<file path="config.mk">
export PLATFORM = sky130hd
export DESIGN_NAME = shared_pin_function_mux
export DESIGN_NICKNAME = d
export VERILOG_FILES = /design/src/rtl/pin_mux_pkg.sv /design/src/rtl/pin_sync_if.sv /design/src/rtl/pin_sync.sv /design/src/rtl/shared_pin_function_mux.sv
export SDC_FILE = /design/constraint.sdc
export NUM_CORES = 1
export LEC_CHECK = 0
export BUFFER_PORTS_ARGS = -buffer_cell sky130_fd_sc_hd__buf_2
export CAP_MARGIN = 10
export CORE_MARGIN = 2
export CORE_UTILIZATION = 45
export DETAILED_ROUTE_END_ITERATION = 6
export PLACE_DENSITY = 0.75
export SLEW_MARGIN = 20
export SYNTH_ARGS = -nofsm -noshare
export SYNTH_HDL_FRONTEND = slang
export SYNTH_SLANG_ARGS = --single-unit
</file>
<file path="constraint.sdc">
create_clock -name i_mclk -period 0.8 [get_ports i_mclk]
set_input_delay 0.08 -clock i_mclk [delete_from_list [all_inputs] [get_ports i_mclk]]
set_output_delay 0.08 -clock i_mclk [all_outputs]
set_load 0.01 [all_outputs]
</file>
<file path="src/rtl/pin_mux_pkg.sv">
// shared-pin mux constants
package pin_mux_pkg;
	// -------------------------------------------------
	// pin group layout
	// -------------------------------------------------
	localparam int PORT_A_WIDTH = 4;
	localparam int PORT_B_WIDTH = 8;
	localparam int PORT_C_WIDTH = 1;
	localparam int NUM_PINS = 13;
	// pin positions in the flat pin vector
	localparam int PIN_A0 = 0;
	localparam int PIN_A1 = 1;
	localparam int PIN_A2 = 2;
	localparam int PIN_A3 = 3;
	localparam int PIN_B0 = 4;
	localparam int PIN_B3 = 7;
	localparam int PIN_B6 = 10;
	localparam int PIN_B7 = 11;
	localparam int PIN_C0 = 12;
	localparam int NUM_SCMP = 3;
	localparam int NUM_TCMP = 3;
	// simple action control: two bits per channel
	localparam int SACT_WIDTH = 6;
	localparam logic [1:0] ACT_FORCE_LOW = 2'h0;
	localparam logic [1:0] ACT_ACTIVE_LOW = 2'h1;
	localparam logic [1:0] ACT_ACTIVE_HIGH = 2'h2;
	localparam logic [1:0] ACT_FORCE_HIGH = 2'h3;
	// -------------------------------------------------
	// reset values
	// -------------------------------------------------
	localparam logic [12:0] RST_ALT_SEL = 13'h0000;
	localparam logic [12:0] RST_DIR_OUT = 13'h0000;
	localparam logic [12:0] RST_OUT_VAL = 13'h0000;
	localparam logic RST_TRIP = 1'h0;
	// protect state machine
	typedef enum logic [1:0] {
		PROT_RUN = 2'b01,
		PROT_TRIPPED = 2'b10
	} prot_state_t;
endpackage

</file>
<file path="src/rtl/pin_sync_if.sv">
// carrier for raw pin levels and synchronised copies
interface pin_sync_if #(parameter int W = 13);
	logic [W-1:0] raw;
	logic [W-1:0] synced;
	modport sync_side (input raw, output synced);
	modport user_side (output raw, input synced);
endinterface

</file>
<file path="src/rtl/pin_sync.sv">
// two-stage synchroniser for pin inputs
module pin_sync #(
	parameter int W = 13
) (
	input wire logic i_mclk,
	input wire logic i_rst_n,
	pin_sync_if.sync_side s
);
	// -------------------------------------------------
	// stages
	// -------------------------------------------------
	logic [W-1:0] stage1;
	logic [W-1:0] stage2;
	logic [W-1:0] next_stage1;
	logic [W-1:0] next_stage2;

	// next values: first stage only feeds second
	always_comb begin
		next_stage1 = s.raw;
		next_stage2 = stage1;
		if (!i_rst_n) begin
			next_stage1 = '0;
			next_stage2 = '0;
		end
	end

	// register stages
	always_ff @(posedge i_mclk) begin
		stage1 <= next_stage1;
		stage2 <= next_stage2;
	end

	assign s.synced = stage2;
endmodule // pin_sync

</file>
<file path="src/rtl/shared_pin_function_mux.sv">
// shared pin function multiplexer for ports a, b and c0
module shared_pin_function_mux
	import pin_mux_pkg::*;
(
	input wire logic i_mclk,
	input wire logic i_rst_n,
	// port logic controls
	input wire logic [12:0] i_alt_sel_wr,
	input wire logic [12:0] i_dir_out_wr,
	input wire logic [12:0] i_out_val_wr,
	input wire logic i_ctrl_we,
	output logic [12:0] o_port_in,
	// simple compare and timer compare sources
	input wire logic [2:0] i_scmp_match,
	input wire logic [5:0] i_simple_action_control,
	input wire logic [2:0] i_tcmp_out,
	// protect input (pin, active low) and its mask
	input wire logic i_power_drive_protect_irq_n,
	input wire logic i_protect_enable,
	// peripheral-side outputs
	output logic [3:0] o_conv_analog_sel,
	output logic o_timer_count_down,
	output logic o_timer_external_clock,
	output logic o_conv_start_input,
	output logic o_protect_tripped,
	// package pins
	input wire logic [12:0] i_pin,
	output logic [12:0] o_pin,
	output logic [12:0] o_pin_oe
);
	// -------------------------------------------------
	// input synchronisation
	// -------------------------------------------------
	pin_sync_if #(.W(NUM_PINS + 1)) sync_bus ();
	logic [12:0] pin_sync_val;
	logic protect_n_sync;

	assign sync_bus.raw = {i_power_drive_protect_irq_n, i_pin};
	assign pin_sync_val = sync_bus.synced[12:0];
	assign protect_n_sync = sync_bus.synced[13];

	pin_sync #(.W(NUM_PINS + 1)) u_sync (
		.i_mclk(i_mclk),
		.i_rst_n(i_rst_n),
		.s(sync_bus.sync_side)
	);

	// -------------------------------------------------
	// control registers
	// -------------------------------------------------
	logic [12:0] alt_sel;
	logic [12:0] dir_out;
	logic [12:0] out_val;
	logic [12:0] next_alt_sel;
	logic [12:0] next_dir_out;
	logic [12:0] next_out_val;

	// reset leaves every pin a plain digital input
	always_comb begin
		next_alt_sel = alt_sel;
		next_dir_out = dir_out;
		next_out_val = out_val;
		if (!i_rst_n) begin
			next_alt_sel = RST_ALT_SEL;
			next_dir_out = RST_DIR_OUT;
			next_out_val = RST_OUT_VAL;
		end else if (i_ctrl_we) begin
			next_alt_sel = i_alt_sel_wr;
			next_dir_out = i_dir_out_wr;
			next_out_val = i_out_val_wr;
		end
	end

	// register controls
	always_ff @(posedge i_mclk) begin
		alt_sel <= next_alt_sel;
		dir_out <= next_dir_out;
		out_val <= next_out_val;
	end

	// -------------------------------------------------
	// protect trip state
	// -------------------------------------------------
	prot_state_t prot_state;
	prot_state_t next_prot_state;

	// trip while unmasked input is low; clears when released
	always_comb begin
		next_prot_state = prot_state;
		case (prot_state)
			PROT_RUN: begin
				if (i_protect_enable && !protect_n_sync)
					next_prot_state = PROT_TRIPPED;
			end
			PROT_TRIPPED: begin
				if (!i_protect_enable || protect_n_sync)
					next_prot_state = PROT_RUN;
			end
			default: next_prot_state = PROT_RUN;
		endcase
		if (!i_rst_n)
			next_prot_state = PROT_RUN;
	end

	// register protect state
	always_ff @(posedge i_mclk) begin
		prot_state <= next_prot_state;
	end

	assign o_protect_tripped = (prot_state == PROT_TRIPPED);

	// -------------------------------------------------
	// simple compare level from action control
	// -------------------------------------------------
	function automatic logic action_level(input logic [1:0] act, input logic match);
		case (act)
			ACT_FORCE_LOW: action_level = 1'b0;
			ACT_ACTIVE_LOW: action_level = ~match;
			ACT_ACTIVE_HIGH: action_level = match;
			default: action_level = 1'b1;
		endcase
	endfunction

	// -------------------------------------------------
	// pin drive
	// -------------------------------------------------
	logic [12:0] next_pin;
	logic [12:0] next_pin_oe;
	logic [12:0] pin_r;
	logic [12:0] pin_oe_r;
	logic trip_now;

	assign trip_now = i_protect_enable && !protect_n_sync;

	// choose bit i/o or alternate drive per pin
	always_comb begin
		next_pin = out_val;
		next_pin_oe = dir_out & ~alt_sel;
		for (int k = 0; k < NUM_SCMP; k++) begin
			if (alt_sel[PIN_B0 + k]) begin
				next_pin[PIN_B0 + k] = action_level(
					i_simple_action_control[2*k +: 2], i_scmp_match[k]);
				next_pin_oe[PIN_B0 + k] = !trip_now;
			end
		end
		for (int k = 0; k < NUM_TCMP; k++) begin
			if (alt_sel[PIN_B3 + k]) begin
				next_pin[PIN_B3 + k] = i_tcmp_out[k];
				next_pin_oe[PIN_B3 + k] = !trip_now;
			end
		end
		// bit i/o outputs on compare pins also float on trip
		if (trip_now) begin
			next_pin_oe[PIN_B0 +: 6] = '0;
		end
		if (!i_rst_n) begin
			next_pin = RST_OUT_VAL;
			next_pin_oe = RST_DIR_OUT;
		end
	end

	// register pin drive
	always_ff @(posedge i_mclk) begin
		pin_r <= next_pin;
		pin_oe_r <= next_pin_oe;
	end

	assign o_pin = pin_r;
	assign o_pin_oe = pin_oe_r;

	// -------------------------------------------------
	// peripheral-side inputs
	// -------------------------------------------------
	logic [12:0] next_port_in;
	logic [3:0] next_conv_sel;
	logic next_count_down;
	logic next_ext_clk;
	logic next_conv_start;
	logic [12:0] port_in_r;
	logic [3:0] conv_sel_r;
	logic count_down_r;
	logic ext_clk_r;
	logic conv_start_r;

	// route alternate inputs, gated low when not selected
	always_comb begin
		next_port_in = pin_sync_val;
		next_conv_sel = alt_sel[PIN_A3:PIN_A0];
		next_count_down = alt_sel[PIN_B6] & pin_sync_val[PIN_B6];
		next_ext_clk = alt_sel[PIN_B7] & pin_sync_val[PIN_B7];
		next_conv_start = alt_sel[PIN_C0] & pin_sync_val[PIN_C0];
		if (!i_rst_n) begin
			next_port_in = '0;
			next_conv_sel = '0;
			next_count_down = 1'b0;
			next_ext_clk = 1'b0;
			next_conv_start = 1'b0;
		end
	end

	// register peripheral inputs
	always_ff @(posedge i_mclk) begin
		port_in_r <= next_port_in;
		conv_sel_r <= next_conv_sel;
		count_down_r <= next_count_down;
		ext_clk_r <= next_ext_clk;
		conv_start_r <= next_conv_start;
	end

	assign o_port_in = port_in_r;
	// bits 1:0 converter a inputs, bits 3:2 converter b inputs
	assign o_conv_analog_sel = conv_sel_r;
	assign o_timer_count_down = count_down_r;
	assign o_timer_external_clock = ext_clk_r;
	assign o_conv_start_input = conv_start_r;

	// -------------------------------------------------
	// checks
	// -------------------------------------------------
	a_reset_inputs: assert property (@(posedge i_mclk)
		!i_rst_n |=> (alt_sel == 13'h0000) && (o_pin_oe == 13'h0000)) else $error("reset left a pin driven");
	a_reset_nodrive: assert property (@(posedge i_mclk)
		$rose(i_rst_n) |-> (o_pin_oe == 13'h0000) && !o_conv_start_input) else $error("pin not input at reset");
	a_scmp_float: assert property (@(posedge i_mclk) disable iff (!i_rst_n)
		trip_now |=> (o_pin_oe[PIN_B0 +: 3] == 3'h0)) else $error("simple compare pin driven on trip");
	a_tcmp_float: assert property (@(posedge i_mclk) disable iff (!i_rst_n)
		trip_now |=> (o_pin_oe[PIN_B3 +: 3] == 3'h0)) else $error("timer compare pin driven on trip");
	a_scmp_level: assert property (@(posedge i_mclk) disable iff (!i_rst_n)
		alt_sel[PIN_B0] && i_simple_action_control[1:0] == ACT_ACTIVE_HIGH
		|=> o_pin[PIN_B0] == $past(i_scmp_match[0])) else $error("simple compare level wrong");
	a_dir_route: assert property (@(posedge i_mclk) disable iff (!i_rst_n)
		alt_sel[PIN_B6] |=> o_timer_count_down == $past(pin_sync_val[PIN_B6])) else $error("direction not routed");
	a_clk_route: assert property (@(posedge i_mclk) disable iff (!i_rst_n)
		alt_sel[PIN_B7] |=> o_timer_external_clock == $past(pin_sync_val[PIN_B7])) else $error("timer clock not routed");
	a_soc_route: assert property (@(posedge i_mclk) disable iff (!i_rst_n)
		i_pin[PIN_C0] && alt_sel[PIN_C0] ##1 alt_sel[PIN_C0][*3] |-> o_conv_start_input) else $error("start not routed");
	a_sel_dir: assert property (@(posedge i_mclk) disable iff (!i_rst_n)
		!alt_sel[PIN_A0] && dir_out[PIN_A0] |=> o_pin_oe[PIN_A0]) else $error("bit output not driven");
	a_conv_sel: assert property (@(posedge i_mclk) disable iff (!i_rst_n)
		alt_sel[PIN_A2] |=> o_conv_analog_sel[2] && !o_pin_oe[PIN_A2]) else $error("converter b select wrong");
endmodule // shared_pin_function_mux

</file>
Yosys cells after proc, flatten, opt, wreduce, memory -nomap -nowiden. Index checks and enable logic that the tools add are counted.

Bits of input ports: 69. Word-level logic and storage cells: 61. Flip-flop bits (word level): 115.

Reduce and logical (&&, ||, !) cells: 10. Bitwise logic cells: 9. Muxes and demuxes: 18. Equality and inequality tests: 10.

Operators with widths (number): 13-bit AND (1); 13-bit inverter (1); 1-bit two-way mux (12); 1-bit one-hot mux with 3 select lines (3); 2-bit by 1-bit equality test with 1-bit output, second input constant (4); 2-bit equality test, second input constant (4); 2-bit logical NOT (3); 2-bit two-way mux (2); 1-bit inverter (4); 2-bit one-hot mux with 2 select lines (1); 1-bit AND (3); 1-bit logical NOT (3); 2-bit by 1-bit != test with 1-bit output, second input constant (1); 2-bit != test, second input constant (1); 2-bit AND reduction (1); 2-bit OR reduction (1); 1-bit logical AND (1); 1-bit logical OR (1).

Longest topological paths before layout.
Depth in word-level cells: 4. Depth in mapped cells: 5. Depth with buffers taken out: 2.

Cells and area by module. Synthesis repeated with hierarchy kept, for this count alone.

Cell total of the unflattened synthesis: 306. Area, all modules: 3701.0 µm².

By module, submodules not included: shared_pin_function_mux (area each 2915.3 µm², cells an instance 248, seq. area each 1741.7 µm², times used 1); pin_sync (area each 785.8 µm², cells an instance 58, seq. area each 560.5 µm², times used 1).

Least setup slack after synthesis. OpenSTA, ideal clock, no wires.

Kind: register to register. Start: register u_sync.stage2[13] (netlist: u_sync.s.synced[13]). End: register prot_state[1]. Path buffers: 1. Setup slack: -15 ps. Setup time: 60 ps. Cell stages (with the launch flop): 4. Arrival: 755 ps. Cells stage by stage: dfxtp_1 > nor2b_1 > clkbuf_1 > and3_1.

Longest elaborated chain between the ends: 4. Elaborated cells on any way between the ends: 6. Classes of those cells: 2 x eq/ne; 4 x reduce/logical.

Ends and longest elaborated chain: start: declaration (RTL line pin_sync.sv:13) `logic [W-1:0] stage2;`; start signal: assignment (RTL line pin_sync.sv:30) `stage2 <= next_stage2;`; 1-bit logical NOT (RTL line shared_pin_function_mux.sv:92) `if (i_protect_enable && !protect_n_sync)`; 1-bit logical AND (RTL line shared_pin_function_mux.sv:92); 2-bit != test (no source line); 2-bit AND reduction (no source line) (*); end signal: assignment (RTL line shared_pin_function_mux.sv:107) `prot_state <= next_prot_state;`; end: declaration (RTL line shared_pin_function_mux.sv:84) `prot_state_t prot_state;`.

Mark *: on every way between the ends. The rest lies on a longest branch, timed or not. A chain may end at the register's enable or synchronous reset.

Worst setup path after layout.
Start: register prot_state[1]. End: output o_protect_tripped.

Longest elaborated chain between the ends: 1.

Ends and longest elaborated chain: 2-bit equality test (RTL line shared_pin_function_mux.sv:110) `assign o_protect_tripped = (prot_state == PROT_TRIPPED);`; end: declaration (RTL line shared_pin_function_mux.sv:25) `output logic o_protect_tripped,`.

No other way between the ends.

==> results by group <==
Outcome
  – Status: complete, but fails checks
  – Failing checks: negative setup slack

Floorplan
  – Die Footprint: 0.00888 mm²
  – Initial Util: 0.469
  – Die Ht: 94.2 µm
  – # rows: 32
  – Core ar.: 0.00781 mm²
  – IO Count: 116
  – Die span in x: 94.2 µm

Global routing
  – Met3 usage: 0.0722
  – Global-route usage over all layers: 0.185
  – Global route overflow: 0
  – Largest net degree at the start of global routing: 66
  – Global route hottest layer: met2
  – Met1 Use GR: 0.201
  – Number of global-route vias before repair: 2701
  – Global-route wire length before repair: 12.2 mm
  – Met2 Use GR: 0.320
  – Initial antenna violation count: 0

Min path
  – Worst Hold Class: in -> reg
  – Hold Path Origin: i_protect_enable
  – Hold endpoint: o_pin_oe[4]
  – WHS Path Cells: 4

Placement
  – Dpl hpwl: 4.62 mm
  – Dpl cell area: 0.00436 mm²
  – Worst slack, placed: -0.0785 ns
  – IO buf count: 115
  – Routability cong.: 0.723
  – Post-Place Cells: 514

Setup path
  – Crit path buf inv count: 1
  – Reg2reg start: prot_state[1]
  – Crit-path leading delay family: flip-flops
  – CP max FO: 2
  – Worst setup path class: reg -> out
  – Critical path's slowest cell: dfxtp_2
  – Worst r2r path cells: 3
  – Crit end category: primary output
  – FF-to-FF End: prot_state[1]
  – CP arrival: 1.05 ns
  – CP required: 0.72 ns
  – Max incr delay on CP: 0.33 ns
  – CP Launch Type: flop
  – CP Cell Sequence: nor2b_4, buf_6
  – Reg2Reg Setup Slack: -0.07 ns

STA
  – Clk_skew: 0.00780 ns
  – Setup violators final: 49
  – Slew HR: 0.817
  – Worst-margin pin slew: 0.274 ns
  – Post-route setup slack: -0.330 ns
  – Crit path time final: 1.13 ns
  – Worst hold margin: 0.00730 ns
  – Final hold violations: 0
  – Count of pins over their slew limit: 0
  – Period utilization: 1.41
  – Max Clk Rate: 0.885 GHz
  – Unrepaired setup endpoints after global routing: yes

Clock tree
  – Worst-path clk slew: 0.06 ns
  – CTS tree: yes
  – Clock sink count: 115
  – Maximum level of the CTS H-tree: 4
  – Clock latency on the worst-skew pair: 0.49 ns
  – Num CTS Buffers: 17
  – Bufs on Longest Clock Path: 2
  – Root buf cell: clkbuf_8

Synthesis
  – Syn Nets: 376
  – Syn_area_per_cell: 11.9 µm²
  – Synthesized instance count: 307
  – Flop and latch count out of synthesis: 115
  – Yosys warns: 0
  – Seq/Total Area, Yosys: 0.629
  – Cell variety after synth: 19
  – Mapped cell area: 0.00366 mm²

Power and ir drop
  – Leak: 2.66 nW
  – Sw power: 3.14 mW
  – Pint: 10.9 mW
  – Comb pwr share: 0.084
  – Worst vdd ir: 0.00140 V
  – Sw Ratio: 0.223
  – Register share of total power: 0.437
  – Clock power frac: 0.478
  – Pwr dens: 2440 mW/mm²

Drt
  – First drt pass iteration count: 4
  – DRC viols: 0
  – Avg WL per Cell: 13.5 µm
  – Avg Vias per Cell: 4.41
  – Final wirelength: 8.23 mm
  – DR vias: 2695
  – DRT antenna net count: 0
  – Iter 0 DRT Violations: 58

Cells and area
  – Nets: 566
  – Commonest non-fill, non-tap cell in the layout: buf_2
  – Fin area: 0.00575 mm²
  – # fillers: 527
  – Most frequent cells in the layout: buf_2, dfxtp_1, dlygate4sd3_1, and2_1, mux2i_1
  – Fin cells: 611
  – Layout cell share with drive strength beyond 1: 0.363
  – Synth-to-Final Area Change: 57.1%
  – Diodes inserted: 0

Job
  – Max_cap viols: 0
[kinds of logic after synthesis]
group                     count (synthesis)  share of synthesized area
muxes                                    45                      0.123
DFF                                     115                      0.629
buffers and inverters                    18                     0.0311
AOI/OAI and AO/OA                         6                    0.00820
xor gates and xnor gates                  1                    0.00239
and+or+nand+nor                         122                      0.207
[synthesized netlist by cell type, drive strengths merged]
cell type | n | area share
buf | 6 | 0.017
mux2i | 45 | 0.12
and2 | 52 | 0.089
nand2 | 2 | 0.0021
o21ai | 3 | 0.0041
a21oi | 3 | 0.0041
and3 | 4 | 0.0068
nor2 | 8 | 0.0082
and3b | 5 | 0.012
nand3 | 1 | 0.0014
nor3b | 6 | 0.012
xor2 | 1 | 0.0024
clkbuf | 12 | 0.014
nor2b | 44 | 0.075
dfxtp | 115 | 0.63
[sequential cells by signal (all words and copies together) (netlist names)]
| register | cells |
|---|---|
| u_sync.s.synced | 14 |
| u_sync.stage1 | 14 |
| alt_sel | 13 |
| dir_out | 13 |
| o_pin | 13 |
| o_pin_oe | 13 |
| o_port_in | 13 |
| out_val | 13 |
| o_conv_analog_sel | 4 |
| prot_state | 2 |
| o_conv_start_input | 1 |
| o_timer_count_down | 1 |
| o_timer_external_clock | 1 |
[worst min-delay path, stage by stage]
cell	delay [ns]
buf_2	0.08
nor2b_2	0.14
buf_4	0.13
nor3b_2	0.04
[cell type report]
cell class | instances | area, µm² | share of cell area
Tap cell | 102 | 128 | 0.0222
Clock inverter | 13 | 113 | 0.0196
Timing Repair Buffer | 189 | 1470 | 0.255
Sequential cell | 115 | 2330 | 0.405
Multi-Input combinational cell | 174 | 1290 | 0.224
Clock buffer | 18 | 428 | 0.0744
[metrics by stage]
step | power [mW] | setup TNS (ns) | utilization
2_1_floorplan | 6.71 | 0 | -
3_3_place_gp | 7.05 | -0.282 | 0.559
3_5_place_dp | 7.08 | -1.13 | 0.559
4_1_cts | 14.1 | -10.76 | 0.718
5_1_grt | 14.6 | -12.29 | 0.737
6_report | 14.0 | -9.55 | 0.737
[power groups by stage]
| stage | combinational (mW) | clock (mW) | sequential, mW |
|---|---|---|---|
| detailed placement | 0.849 | 0 | 6.24 |
| global placement | 0.820 | 0 | 6.23 |
| CTS | 1.12 | 6.82 | 6.12 |
| floorplan | 0.460 | 0 | 6.25 |
| global route | 1.28 | 7.11 | 6.17 |
| finish | 1.18 | 6.72 | 6.14 |
[metal layers]
metal	wire [µm]	part of all wire
met1	3290	0.40
met2	4490	0.55
met4	111	0.013
met3	334	0.041
met5	0	0
[timing repair]
| action | CTS | global route |
|---|---|---|
| setup endpoints to repair | 48 | 57 |
| pin swaps | 1 | 2 |
| buffers inserted | 1 | 0 |
| gates resized for setup | 12 | 38 |
| hold endpoints to repair | 59 | 0 |
| hold buffers | 65 | 0 |
[worst max-delay path by stage]
stage,endpoint,start,slack [ns],cells past startpoint
2_1_floorplan,alt_sel[0],i_ctrl_we,0.01,5
3_3_place_gp,dir_out[11],i_ctrl_we,-0.02,4
3_5_place_dp,dir_out[0],i_ctrl_we,-0.08,4
4_1_cts,o_protect_tripped,prot_state[1],-0.36,2
5_1_grt,o_protect_tripped,prot_state[1],-0.39,2
6_report,o_protect_tripped,prot_state[1],-0.33,2
Note: power is estimated with default switching activity, not from simulation.
